**src/design/fdps_pkg.sv**
```systemverilog
package fdps_pkg;
  // register byte addresses on the ahb-lite slave
  localparam logic [7:0] FDPS_PHASE_ADDR = 8'h00;
  localparam logic [7:0] FDPS_SPREAD_ADDR = 8'h04;
  localparam logic [7:0] FDPS_STATUS_ADDR = 8'h08;
  // phase register fields
  localparam int FDPS_APPLY_NOW_BIT = 15;
  localparam int FDPS_APPLY_SYNC_BIT = 14;
  localparam int FDPS_SLOW_BIT = 13;
  localparam int FDPS_GROUP_HI = 11;
  localparam int FDPS_GROUP_LO = 10;
  localparam int FDPS_PHASE_HI = 9;
  localparam int FDPS_PHASE_W = 10;
  localparam logic [9:0] FDPS_PHASE_RESET = 10'h3f0;
  localparam logic [1:0] FDPS_GROUP_RESET = 2'h0;
  localparam logic FDPS_APPLY_SYNC_RESET = 1'b1;
  // spread register fields
  localparam int FDPS_SSC_EN_BIT = 31;
  localparam int FDPS_SSC_MODE_BIT = 30;
  localparam int FDPS_AMPL_HI = 23;
  localparam int FDPS_AMPL_LO = 16;
  localparam int FDPS_STEP_HI = 15;
  localparam logic [7:0] FDPS_AMPL_RESET = 8'h51;
  localparam logic [15:0] FDPS_STEP_RESET = 16'h2b8c;
  // ramp tick is the system clock divided by four
  localparam int FDPS_RAMP_DIV = 4;
  localparam logic [1:0] FDPS_RAMP_LAST = 2'(FDPS_RAMP_DIV - 1);
  // phase adjustment keeps the sequencer busy for one cycle more than this count
  localparam logic [3:0] FDPS_ADJ_CYCLES = 4'h8;
  localparam int FDPS_ACC_W = 24;
  // ahb-lite codes
  localparam logic [1:0] FDPS_HTRANS_NONSEQ = 2'h2;
  localparam logic [2:0] FDPS_HSIZE_WORD = 3'h2;
  typedef enum logic [1:0] {
    FDPS_ADJ_IDLE = 2'b00,
    FDPS_ADJ_BUSY = 2'b01
  } fdps_adj_t;
endpackage : fdps_pkg

```
**src/design/fdps_ctrl.sv**
```systemverilog
// Functional notes
// RULE1: writing apply-now 0->1 applies phase; bit self-clears when adjust completes
// RULE2: apply-on-sync set (reset 1): reapply phase on every divider sync
// RULE3: software sets low-rate flag when first stage below 70MHz
// RULE4: sync group code 0 group0, 1 group1, 2 and 3 none
// RULE5: phase is signed quarter-vco units; positive lags, negative leads
// RULE6: phase resets to -16, four vco periods lead
// RULE7: phase commits only when upper byte bits 9:8 written
// RULE8: spread bit 31 turns modulation on; shape, depth, step define it
// RULE9: with sharing, second divider ramp starts when first enable set
// RULE10: software enables second divider spread before the first
// RULE11: shape 0 down spread, 1 center spread
// RULE12: down mode: depth sets lower limit, upper limit zero
// RULE13: center mode swings depth each side
// RULE14: software encodes depth as percent/100 times 2^14
// RULE15: software sets step from depth, rate and 15MHz
// RULE16: ramp advances at system clock divided by four
// RULE17: software picks modulation rate 30kHz to 63kHz
// RULE18: depth resets 0x51, step resets 0x2b8c
// RULE19: software zeroes low six fraction bits with spread
// RULE20: writing 0, or 1 while busy, to apply-now does nothing
//
// Design decisions made here: the address map and register access over AHB-Lite.
`timescale 1ns/1ps
`default_nettype none
module fdps_ctrl (
  // clock and reset
  input wire logic sys_clk,
  input wire logic rst,
  // ahb-lite slave
  input wire logic hsel,
  input wire logic [7:0] haddr,
  input wire logic [1:0] htrans,
  input wire logic hwrite,
  input wire logic [2:0] hsize,
  input wire logic [31:0] hwdata,
  input wire logic hready,
  output logic [31:0] hrdata,
  output logic hreadyout,
  output logic hresp,
  // divider side
  input wire logic divider_sync,
  input wire logic share_start,
  input wire logic modulation_share,
  output logic [9:0] phase_offset,
  output logic phase_load,
  output logic slow_first_stage,
  output logic [1:0] group_sel,
  output logic group_none,
  output logic ramp_tick,
  output logic signed [8:0] modulation_offset,
  output logic modulation_on
);
  // address phase capture
  logic wr_pend;
  logic rd_pend;
  logic [7:0] addr_q;
  wire addr_ok = hsel && hready && htrans == fdps_pkg::FDPS_HTRANS_NONSEQ && hsize == fdps_pkg::FDPS_HSIZE_WORD;
  // decode from the captured address, shared by writes and reads
  wire sel_phase = addr_q == fdps_pkg::FDPS_PHASE_ADDR;
  wire sel_spread = addr_q == fdps_pkg::FDPS_SPREAD_ADDR;
  wire sel_status = addr_q == fdps_pkg::FDPS_STATUS_ADDR;
  wire wr_phase = wr_pend && sel_phase;
  wire wr_spread = wr_pend && sel_spread;

  always_ff @(posedge sys_clk)
  begin
    if (rst)
    begin
      wr_pend <= 1'b0;
      rd_pend <= 1'b0;
    end
    else
    begin
      wr_pend <= addr_ok && hwrite;
      rd_pend <= addr_ok && !hwrite;
    end
  end

  always_ff @(posedge sys_clk)
  begin
    if (rst)
    begin
      addr_q <= 8'h00;
    end
    else
    begin
      addr_q <= haddr;
    end
  end

  // phase register
  logic apply_now;
  logic apply_sync;
  logic slow_en;
  logic [1:0] group;
  logic [9:0] phase;
  logic sync_pend;
  fdps_pkg::fdps_adj_t adj_state;
  logic [3:0] adj_cnt;
  // write data fields of the phase word
  wire wd_apply_now = hwdata[fdps_pkg::FDPS_APPLY_NOW_BIT];
  wire wd_apply_sync = hwdata[fdps_pkg::FDPS_APPLY_SYNC_BIT];
  wire wd_slow = hwdata[fdps_pkg::FDPS_SLOW_BIT];
  wire [1:0] wd_group = hwdata[fdps_pkg::FDPS_GROUP_HI:fdps_pkg::FDPS_GROUP_LO];
  wire [9:0] wd_phase = hwdata[fdps_pkg::FDPS_PHASE_HI:0];
  // full word write holds bits 9:8, so every write commits atomically
  wire phase_commit = wr_phase; // [RULE7]
  wire adj_idle = adj_state == fdps_pkg::FDPS_ADJ_IDLE;
  wire adj_busy = adj_state == fdps_pkg::FDPS_ADJ_BUSY;
  wire now_req = phase_commit && wd_apply_now && !apply_now; // [RULE1] [RULE20]
  // a sync that lands mid-adjust waits instead of being lost
  wire sync_req = (divider_sync || sync_pend) && apply_sync; // [RULE2]
  wire adj_start = (now_req || sync_req) && adj_idle;
  wire adj_done = adj_busy && adj_cnt == fdps_pkg::FDPS_ADJ_CYCLES;

  // held sync request, dropped if reapply is switched off
  always_ff @(posedge sys_clk)
  begin
    if (rst)
    begin
      sync_pend <= 1'b0;
    end
    else
    begin
      sync_pend <= sync_req && !adj_idle; // [RULE2]
    end
  end

  always_ff @(posedge sys_clk)
  begin
    if (rst)
    begin
      apply_sync <= fdps_pkg::FDPS_APPLY_SYNC_RESET;
      slow_en <= 1'b0;
      group <= fdps_pkg::FDPS_GROUP_RESET;
      phase <= fdps_pkg::FDPS_PHASE_RESET; // [RULE6]
    end
    else if (phase_commit)
    begin
      apply_sync <= wd_apply_sync;
      slow_en <= wd_slow;
      group <= wd_group;
      phase <= wd_phase;
    end
  end

  // adjustment sequencer; apply-now bit reads 1 until done
  always_ff @(posedge sys_clk)
  begin
    if (rst)
    begin
      adj_state <= fdps_pkg::FDPS_ADJ_IDLE;
      adj_cnt <= 4'h0;
      apply_now <= 1'b0;
      phase_load <= 1'b0;
      phase_offset <= fdps_pkg::FDPS_PHASE_RESET;
    end
    else
    begin
      phase_load <= adj_start;
      unique case (adj_state)
        fdps_pkg::FDPS_ADJ_IDLE:
        begin
          adj_cnt <= 4'h0;
          if (adj_start)
          begin
            adj_state <= fdps_pkg::FDPS_ADJ_BUSY;
            apply_now <= now_req; // [RULE1]
            // new value from this very write is used if present
            phase_offset <= phase_commit ? wd_phase : phase; // [RULE5]
          end
        end
        fdps_pkg::FDPS_ADJ_BUSY:
        begin
          adj_cnt <= adj_cnt + 4'h1;
          if (adj_done)
          begin
            adj_state <= fdps_pkg::FDPS_ADJ_IDLE;
            apply_now <= 1'b0; // [RULE1]
          end
        end
      endcase
    end
  end

  // sync group decode
  always_ff @(posedge sys_clk)
  begin
    if (rst)
    begin
      group_sel <= 2'h0;
      group_none <= 1'b0;
      slow_first_stage <= 1'b0;
    end
    else
    begin
      group_sel <= group;
      group_none <= group[1]; // [RULE4]
      slow_first_stage <= slow_en;
    end
  end

  // spread register
  logic ssc_en;
  logic ssc_center;
  logic [7:0] ampl;
  logic [15:0] step;
  always_ff @(posedge sys_clk)
  begin
    if (rst)
    begin
      ssc_en <= 1'b0;
      ssc_center <= 1'b0;
    end
    else if (wr_spread)
    begin
      ssc_en <= hwdata[fdps_pkg::FDPS_SSC_EN_BIT];
      ssc_center <= hwdata[fdps_pkg::FDPS_SSC_MODE_BIT];
    end
  end

  always_ff @(posedge sys_clk)
  begin
    if (rst)
    begin
      ampl <= fdps_pkg::FDPS_AMPL_RESET; // [RULE18]
      step <= fdps_pkg::FDPS_STEP_RESET; // [RULE18]
    end
    else if (wr_spread)
    begin
      ampl <= hwdata[fdps_pkg::FDPS_AMPL_HI:fdps_pkg::FDPS_AMPL_LO];
      step <= hwdata[fdps_pkg::FDPS_STEP_HI:0];
    end
  end

  // run gate: shared divider waits for the first divider's enable
  logic run;
  wire run_next = ssc_en && (!modulation_share || run || share_start); // [RULE8] [RULE9]
  // ramp tick divider
  logic [1:0] div_cnt;
  wire tick = div_cnt == fdps_pkg::FDPS_RAMP_LAST;
  always_ff @(posedge sys_clk)
  begin
    if (rst)
    begin
      run <= 1'b0;
    end
    else
    begin
      run <= run_next; // [RULE9]
    end
  end

  always_ff @(posedge sys_clk)
  begin
    if (rst)
    begin
      div_cnt <= 2'h0;
      ramp_tick <= 1'b0;
    end
    else
    begin
      // ramp restarts phase-aligned on enable
      div_cnt <= run ? div_cnt + 2'h1 : 2'h0; // [RULE16]
      ramp_tick <= run && tick; // [RULE16]
    end
  end

  // triangle ramp; accumulator fraction units, depth scaled by 2^16
  logic [fdps_pkg::FDPS_ACC_W-1:0] acc;
  logic going_down;
  wire [fdps_pkg::FDPS_ACC_W-1:0] limit = {ampl, 16'h0000};
  // center mode spans twice the depth: 0..2*limit, then recentred
  wire [fdps_pkg::FDPS_ACC_W:0] span = ssc_center ? {limit, 1'b0} : {1'b0, limit}; // [RULE12] [RULE13]
  wire [fdps_pkg::FDPS_ACC_W:0] acc_up = {1'b0, acc} + {9'h000, step};
  wire up_hit = acc_up >= span;
  wire down_hit = acc <= {8'h00, step};
  always_ff @(posedge sys_clk)
  begin
    if (rst || !run)
    begin
      acc <= '0;
      going_down <= 1'b0;
    end
    else if (tick)
    begin
      if (!going_down)
      begin
        acc <= up_hit ? span[fdps_pkg::FDPS_ACC_W-1:0] : acc_up[fdps_pkg::FDPS_ACC_W-1:0];
        going_down <= up_hit;
      end
      else
      begin
        acc <= down_hit ? '0 : acc - {8'h00, step};
        going_down <= !down_hit;
      end
    end
  end

  // deviation out: down mode 0..-depth, center +depth..-depth
  wire signed [9:0] dev_mag = {2'b00, acc[fdps_pkg::FDPS_ACC_W-1:16]};
  wire signed [9:0] dev_ctr = dev_mag - {2'b00, ampl};
  wire signed [9:0] dev_val = ssc_center ? -dev_ctr : -dev_mag; // [RULE11]
  always_ff @(posedge sys_clk)
  begin
    if (rst)
    begin
      modulation_offset <= 9'sh000;
      modulation_on <= 1'b0;
    end
    else
    begin
      modulation_offset <= run ? dev_val[8:0] : 9'sh000;
      modulation_on <= run;
    end
  end

  // read mux
  wire [31:0] phase_word = {16'h0000, apply_now, apply_sync, slow_en, 1'b0, group, phase};
  wire [31:0] spread_word = {ssc_en, ssc_center, 6'h00, ampl, step};
  wire [31:0] status_word = {30'h0, adj_busy, run};
  wire [31:0] rd_word = sel_phase ? phase_word :
    sel_spread ? spread_word :
    sel_status ? status_word : 32'h0000_0000;
  // read data loads only for a read, so it stands until the next read
  always_ff @(posedge sys_clk)
  begin
    if (rst)
    begin
      hrdata <= 32'h0000_0000;
    end
    else if (rd_pend)
    begin
      hrdata <= rd_word;
    end
  end

  always_ff @(posedge sys_clk)
  begin
    if (rst)
    begin
      hreadyout <= 1'b1;
      hresp <= 1'b0;
    end
    else
    begin
      // reads answered one cycle after the data phase opens
      hreadyout <= !(addr_ok && !hwrite);
      hresp <= 1'b0;
    end
  end
endmodule : fdps_ctrl
`default_nettype wire

```
**config.mk**
```make
export PLATFORM = sky130hd
export DESIGN_NAME = fdps_ctrl
export DESIGN_NICKNAME = d
export VERILOG_FILES = /design/src/design/fdps_pkg.sv /design/src/design/fdps_ctrl.sv
export SDC_FILE = /design/constraint.sdc
export NUM_CORES = 1
export LEC_CHECK = 0
export CAP_MARGIN = 20
export CORE_UTILIZATION = 55
export DETAILED_ROUTE_END_ITERATION = 12
export DONT_BUFFER_PORTS = 1
export PLACE_DENSITY = 0.66
export SYNTH_ARGS = -nofsm -noshare
export SYNTH_HDL_FRONTEND = slang
export SYNTH_SLANG_ARGS = --single-unit
```
**constraint.sdc**
```tcl
create_clock -name sys_clk -period 5.6 [get_ports sys_clk]
set_clock_uncertainty 0.15 [all_clocks]
set_input_delay 0.28 -clock sys_clk [delete_from_list [all_inputs] [get_ports sys_clk]]
set_output_delay 0.28 -clock sys_clk [all_outputs]
set_load 0.05 [all_outputs]
```
Word-level counts from Yosys, hierarchy flattened
Index checks and enable logic that the tools add are counted.

storage, ports and cells
  bits in read-only memories = 0
  input port bits = 53
  word-level logic and storage cells = 97
  flip-flop bits (word level) = 145
  memories kept = 0
  bits in latches = 0
  bits in writable memories = 0

operators by class
  order comparisons = 2
  multiplexer cells = 17
  equality and inequality tests = 9
  bitwise logic cells = 1
  add/sub/neg operators = 7
  div/mod/pow operators = 0
  reduce and logical (&&, ||, !) cells = 32
  $mul = 0
  shift-type cells = 0

operator list
  operator               number
  $mux W24               3
  $mux W32               2
  $add A24 B16 Y25       1
  $ge A25 B25 Y1         1
  $mux W25               1
  $le A24 B16 Y1         1
  $sub A24 B16 Y24       1
  $logic_and A1 B1 Y1    15
  $mux W10               1
  $mux W9                1
  $neg A8 Y9             1
  $neg A9 Y9             1
  $sub A8 B8 Y9          1
  $eq A8 B3 Y1 const B   1
  $eq A8 B4 Y1 const B   1
  $logic_not A8 Y1       1
  $pmux W4 S2            1
  $logic_not A1 Y1       7
  $mux W2                3
  $logic_or A1 B1 Y1     5
  $add A4 B1 Y4 const B  1
  $eq A2 B2 Y1 const B   2
  $eq A4 B4 Y1 const B   1
  $ne A2 B1 Y1 const B   2
  other kinds (10)       13

Logic depth before layout (Yosys ltp)
Gate-level depths: netlist of run 1.

  word-level depth = 8
  depth in mapped cells = 23
  depth with buffers taken out = 20

Worst setup path after synthesis of run 1
No wires, ideal clock.

  path kind = reg2reg
  from = reg step[2]
  to = reg acc[17] (netlist bit)
  path buffers = 3
  arrival = 4.846 ns
  setup time = 0.117 ns
  stages on the path, launching flop included = 24
  clock period less this slack = 5.113 ns
  setup slack = 0.487 ns
  cell sequence = dfxtp_1 inv_1 ha_1 buf_4 nand2b_1 a221o_1 a21oi_1 o221ai_1 a31oi_1 and3_1 clkbuf_1 nand3_1 xnor2_1 ha_1 nand4_1 a2111oi_0 o311a_1 o2111ai_1 or4_4 nor2_4 nor2_2 buf_6 a221o_1 a32o_1

between the ends
  cells in the longest elaborated chain, start to end = 4
  elaborated cells between the ends (all ways) = 7

RTL lines
  what                    line              RTL
  from (decl)             fdps_ctrl.sv:208  logic [15:0] step;
  from (signal assigned)  fdps_ctrl.sv:228  step <= fdps_pkg::FDPS_STEP_RESET;
  from (signal assigned)  fdps_ctrl.sv:233  step <= hwdata[fdps_pkg::FDPS_STEP_HI:0];
  $add A24 B16 Y25        fdps_ctrl.sv:276  wire [fdps_pkg::FDPS_ACC_W:0] acc_up = {1'b0, acc} + {9'h000, step};
  $ge A25 B25 Y1          fdps_ctrl.sv:277  wire up_hit = acc_up >= span;
  $mux W24                fdps_ctrl.sv:290  acc <= up_hit ? span[fdps_pkg::FDPS_ACC_W-1:0] : acc_up[fdps_pkg::FDPS_ACC_W-1:0];
  $mux W24 *              fdps_ctrl.sv:288  if (!going_down)
  to (signal assigned)    fdps_ctrl.sv:290
  to (signal assigned)    fdps_ctrl.sv:295  acc <= down_hit ? '0 : acc - {8'h00, step};
  to (decl)               fdps_ctrl.sv:271  logic [fdps_pkg::FDPS_ACC_W-1:0] acc;

Mark *: on every way between the ends. The rest lies on a longest branch, timed or not.
A chain may end at the register's enable or synchronous reset.

Worst setup path in the final report of run 1
  from = reg step[3]
  to = reg acc[5] (netlist bit)

Same word-level chain as after synthesis.

==> results of run 1 <==
## registers in the layout, indices dropped and copies added, names as in the netlist, 8 cells and up
register,cells
acc,24
addr_q,8
modulation_offset,9
ampl,8
phase_offset,10
phase,10
step,16
hrdata,26
## cell families after synthesis
kind of cell,count (synthesis)
other,1
muxes,28
xor gates and xnor gates,27
buffers and inverters,119
AOI/OAI and AO/OA,250
and+or+nand+nor,380
adders and majority gates,55
DFF,137
## cells in the mapped netlist, drive strengths merged (12+ instances only)
cell type,instances
dfxtp,137
nor2,111
nand2,91
a21oi,87
nor2b,55
inv,53
ha,52
clkbuf,51
o21ai,32
nand2b,23
xnor2,23
nand3,19
nor3,19
a211oi,15
buf,15
mux2i,15
a21o,14
mux2,13
nand3b,13
a211o,12
and2,12
## worst paths after layout
kind	slack [ps]	cells after the start	to	from
min reg2reg	270	1	div_cnt[0]$_SDFF_PP0_	div_cnt[0]$_SDFF_PP0_
min	-5	2	adj_cnt[0]$_SDFF_PP0_	rst
max	320	21	acc[5]$_SDFFE_PP0N_	step[3]$_SDFFE_PP1P_
max reg2reg	320	21	acc[5]$_SDFFE_PP0N_	step[3]$_SDFFE_PP1P_
## per-layer routing
metal	track usage, %	up-vias
met5	0	-
met4	10.7	0
met3	6.36	40
met2	46.3	235
met1	41.1	3350
li1	-	3567
## through the flow
stage               power [uW]  util (%)  area (um^2)  worst slack, ps  hold WS, ps
finish                    2230      64.7         9370              321        -4.72
global route              2290      64.7         9370             32.2         11.1
CTS                       2240      64.5         9340              202        0.639
detailed placement        1080      57.6         8330              227          208
global placement          1080      57.6         8330              298          207
floorplan                 1090         -         8160              487          248
## cell type report
| cell class | count | area, um^2 |
|---|---|---|
| fillers | 1216 | 5110 |
| multi-input cells | 747 | 4910 |
| flip-flops and latches | 137 | 2740 |
| repair buffers | 76 | 698 |
| clock buffers | 19 | 453 |
| well taps | 184 | 230 |
| inverters | 53 | 201 |
| clock inverters | 12 | 130 |
## cells in the final DEF, fill, tap and decap left out, drive strengths merged, types with 19 or more instances in the layout
master         n
a21oi         87
buf           36
clkbuf        19
dfxtp        137
dlygate4sd3   40
ha            52
inv           61
nand2         91
nand2b        23
nand3         19
nor2         111
nor2b         55
nor3          19
o21ai         32
xnor2         23
## power by group through the flow
stage	Clock, uW	Combinational (uW)	Sequential [uW]
6_report	1130	77.1	1020
5_1_grt	1190	83.7	1020
4_1_cts	1140	75.6	1020
3_5_place_dp	0	41.4	1040
3_3_place_gp	0	41.2	1040
2_1_floorplan	0	51.2	1040
## critical path: stages, from the launching register on
cell and delay [ps]:
dfxtp_1 400, inv_1 70, ha_1 330, buf_4 180, a221o_1 400, a21oi_1 230, o221ai_1 180, a31oi_1 240
and3_1 220, nand3_1 120, xnor2_1 170, ha_1 310, nand4_1 110, a2111oi_1 350, o311a_1 240, o2111ai_1 100
or4_4 500, o21ai_2 180, buf_4 170, nor2_1 40, a2111oi_0 370, nor4_1 90
## repair_timing
item,4_1_cts,5_1_grt
endpoints found under the hold margin,95,0
endpoints found under the setup margin,0,12
hold buffers,41,0
gates resized for setup,0,3
==> reports/results.txt, run 1 <==
Status -> finished, violations left
Violated checks -> hold timing
DRC errors left -> 0
Critical path data required time -> 5750 ps
Post-synth EDFFs -> 0
First-pass GRT wire length -> 34900 um
Yosys top cell by area -> dfxtp_1
Clock power frac -> 50.7%
CTS sink cnt -> 137
Syn Std Cell Area -> 8140 um^2
Die X -> 124 um
Core area -> 14500 um^2
Nets -> 1140
CP Launch Type -> flip-flop
Number of setup buffers added after CTS -> 0
Post-synth ARST share -> 0%
Compound-gate portion of the synthesized area -> 21.5%
Syn_area_per_cell -> 8.16 um^2
Ant diodes -> 0
Main combinational cell family by area after synthesis -> simple AND/OR/NAND/NOR gates
Adder-Cell Fraction of Synth Area -> 8.73%
Post-detail-place hpwl -> 14900 um
Layout Cells excl Fill -> 1228
Largest net degree at the start of global routing -> 93
NetSw -> 555 uW
Vias -> 7192
Initial antenna violation count -> 0
Die ar. -> 15300 um^2
Power Density -> 238 nW/um^2
Num rows -> 44
Xor/xnor share of the synthesized area -> 2.91%
Iter 0 DRT Violations -> 663
Fmax -> 189 MHz
Peak supply drop -> 0.317 mV
Lkg Pwr -> 0.00384 uW
Critical Path Fanout Max -> 7
Antenna-violating nets left -> 0
WL met3 -> 1450 um
Comb pwr share -> 3.5%
Syn Inst Count -> 997
Layout cells sized above 1 -> 10.2%
Final Cycle Share -> 94.3%
Met1 wire length -> 10200 um
Max-Cap Viols -> 0
Sequential fraction of the synthesis area -> 33.7%
Initial Util -> 56.2%
Sequential share of power -> 45.8%
RSZ-0062 raised after global routing -> false
Worst-path clk slew -> 60 ps
Switch share -> 24.9%
Inserted Clock Buffers -> 17
Clk_lat worst skew -> 430 ps
GR Util All Layers -> 30.0%
Vias in the first global route -> 6831
Area added between synthesis and finish -> 15.2%
Hold Slack -> -4.72 ps
Post-synthesis mux area share -> 3.64%
Avg WL per Cell -> 18.0 um
Drt total wl -> 22100 um
Simple-gate share of the synthesized area -> 23.1%
# IOs -> 113
Placed cells -> 1155
CTS tree -> yes
RD Place Congestion -> 0.921
CTS H-tree lvls -> 4
Internal Pwr Total -> 1670 uW
CP Capture Type -> flip-flop
Final Critical Period -> 5280 ps
# setup viols final -> 0
Max Slew Vio Count -> 0
Yosys cell types -> 80
Longest Clk Path Bufs -> 2
Leading post-synthesis cells by cell area -> dfxtp_1 (34%), ha_1 (8.0%), a21oi_1 (5.4%)
Synth warn -> 0
Total grt overflow -> 0
Worst setup path class -> flip-flop to flip-flop
TNS Setup -> 0 ps
Top sig layer -> met4
Count of state elements after synthesis -> 137
Slew of the pin with the lowest slew margin -> 1130 ps
Root Driver -> clkbuf_16
Slew HR -> 24.7%
Final Hold Vio Count -> 1
Routed vias/inst -> 5.86
Die H -> 124 um
Synth Flop Type -> dfxtp_1
# port buffers -> 0
DRT Pass-1 Iters -> 5
Worst hold path class -> input pin to flip-flop
CP arrival -> 5430 ps
Top-area cell type share of the netlist area -> 33.7%
Routed wl met2 -> 9870 um
Note: power is estimated with default switching activity, not from simulation.
==> inputs of run 2 (changes only) <==
- CORE_UTILIZATION: 55 -> 40
- PLACE_DENSITY: 0.66 -> 0.5
- SLEW_MARGIN: not set -> 20
==> reports/results.txt, run 2 (same netlist as run 1, synthesis figures left out) <==
Most frequent cells in the layout -> dfxtp_1 (136), nor2_1 (107), nand2_1 (91), a21oi_1 (86), nor2b_1 (54)
Root Driver -> clkbuf_16
CTS sink cnt -> 137
Die ar. -> 20900 um^2
Initial Util -> 41.3%
Die H -> 145 um
Antenna-violating nets left -> 0
Layout cells sized above 1 -> 11.1%
Initial antenna violation count -> 0
CP Launch Type -> flip-flop
Vias -> 7204
Critical path data required time -> 5770 ps
CTS H-tree lvls -> 4
Post-place instance area -> 8500 um^2
Core area -> 19700 um^2
NetSw -> 563 uW
Lkg Pwr -> 0.00385 uW
Area added between synthesis and finish -> 17.0%
Leading cell type in the layout, fill and taps excluded -> dfxtp_1
# IOs -> 113
# port buffers -> 0
Drt total wl -> 23700 um
Peak supply drop -> 0.194 mV
Worst hold path class -> input pin to flip-flop
Num rows -> 51
Slew HR -> 29.3%
DRC errors left -> 0
Longest Clk Path Bufs -> 2
Vias in the first global route -> 6867
Fmax -> 190 MHz
CP Capture Type -> flip-flop
Routed vias/inst -> 5.47
Die X -> 145 um
Internal Pwr Total -> 1660 uW
Switch share -> 25.3%
Comb pwr share -> 3.4%
CP arrival -> 5430 ps
Power Density -> 233 nW/um^2
Inserted Clock Buffers -> 17
Iter 0 DRT Violations -> 453
Number of setup buffers added after CTS -> 0
Worst-path clk slew -> 70 ps
Biggest regs -> hrdata (26), acc (24), step (16)
Sequential share of power -> 45.9%
Largest register FFs -> 26
DRT Pass-1 Iters -> 4
Post-detail-place hpwl -> 16500 um
Post-route design area -> 9520 um^2
Max Slew Vio Count -> 0
First-pass GRT wire length -> 37500 um
Largest net degree at the start of global routing -> 93
Final Hold Vio Count -> 0
Final Critical Period -> 5270 ps
Clk_lat worst skew -> 420 ps
# setup viols final -> 0
GR Util All Layers -> 23.5%
CTS tree -> yes
Worst setup path class -> flip-flop to flip-flop
Nets -> 1147
Avg WL per Cell -> 18.0 um
Status -> completed
RD Place Congestion -> 0.902
Critical Path Fanout Max -> 10
Max-Cap Viols -> 0
Clock power frac -> 50.6%
Ant diodes -> 0
Largest Register -> hrdata
TNS Setup -> 0 ps
Final Cycle Share -> 94.1%
Total grt overflow -> 0
Slew of the pin with the lowest slew margin -> 1060 ps
RSZ-0062 raised after global routing -> false
run 2: worst max-delay path, cell delays in order (launching register included):
cell and delay (ps):
dfxtp_1 380, inv_1 70, ha_1 310, buf_4 160
nor3_1 240, nand3_1 120, a21oi_1 230, o221ai_1 210
a31oi_2 230, and3_1 210, nand3_1 120, xnor2_1 180
ha_1 330, nand4_1 150, a2111oi_2 300, o311a_1 230
o2111ai_1 130, or4_4 510, nor2_4 150, nor2_2 150
a221o_1 380, a31o_1 210
run 2: area by class of cell:
class                   instances  area, um^2
flip-flops and latches        137        2740
clock inverters                13         133
fillers                      1924       10200
well taps                     265         332
multi-input cells             747        4930
clock buffers                  19         443
inverters                      53         201
repair buffers                 83         741
run 2: layer usage:
| metal | vias to the layer above | GRT usage (%) | wire, um |
|---|---|---|---|
| met5 | - | 0 | 0 |
| met4 | 0 | 6.70 | 294 |
| met1 | 3415 | 33.5 | 11600 |
| met2 | 186 | 35.7 | 10400 |
| li1 | 3583 | - | - |
| met3 | 20 | 4.40 | 1370 |
run 2: power by group through the flow:
stage | clock network, uW | registers (uW) | logic [uW]
4_1_cts | 1150 | 1020 | 76.2
3_5_place_dp | 0 | 1040 | 41.8
6_report | 1120 | 1020 | 76.4
5_1_grt | 1190 | 1020 | 83.2
2_1_floorplan | 0 | 1040 | 51.2
3_3_place_gp | 0 | 1040 | 41.8
run 2: worst paths after layout:
kind	start	endpoint	slack (ps)	cells past startpoint
setup / recovery	step[8]$_SDFFE_PP1P_	acc[9]$_SDFFE_PP0N_	330	21
hold / removal	rst	adj_cnt[0]$_SDFF_PP0_	10	2
setup reg to reg	step[8]$_SDFFE_PP1P_	acc[9]$_SDFFE_PP0N_	330	21
hold reg to reg	div_cnt[0]$_SDFF_PP0_	div_cnt[0]$_SDFF_PP0_	290	1
run 2: stage by stage:
step | power [uW] | setup slack [ps] | hold WS, ps | cells | utilization, %
floorplan | 1090 | 487 | 248 | 1003 | -
global placement | 1080 | 280 | 208 | 1245 | 43.1
detailed placement | 1080 | 203 | 211 | 1245 | 43.1
CTS | 2240 | 180 | 2.02 | 1317 | 48.2
global route | 2290 | 61.6 | 27.4 | 1317 | 48.3
finish | 2220 | 332 | 10.8 | 1317 | 48.3
run 2: what timing repair did:
| action | 4_1_cts | 5_1_grt |
|---|---|---|
| hold buffers | 40 | 0 |
| resized for setup | 0 | 6 |
| endpoints found under the hold margin | 94 | 0 |
| setup endpoints to repair | 0 | 16 |
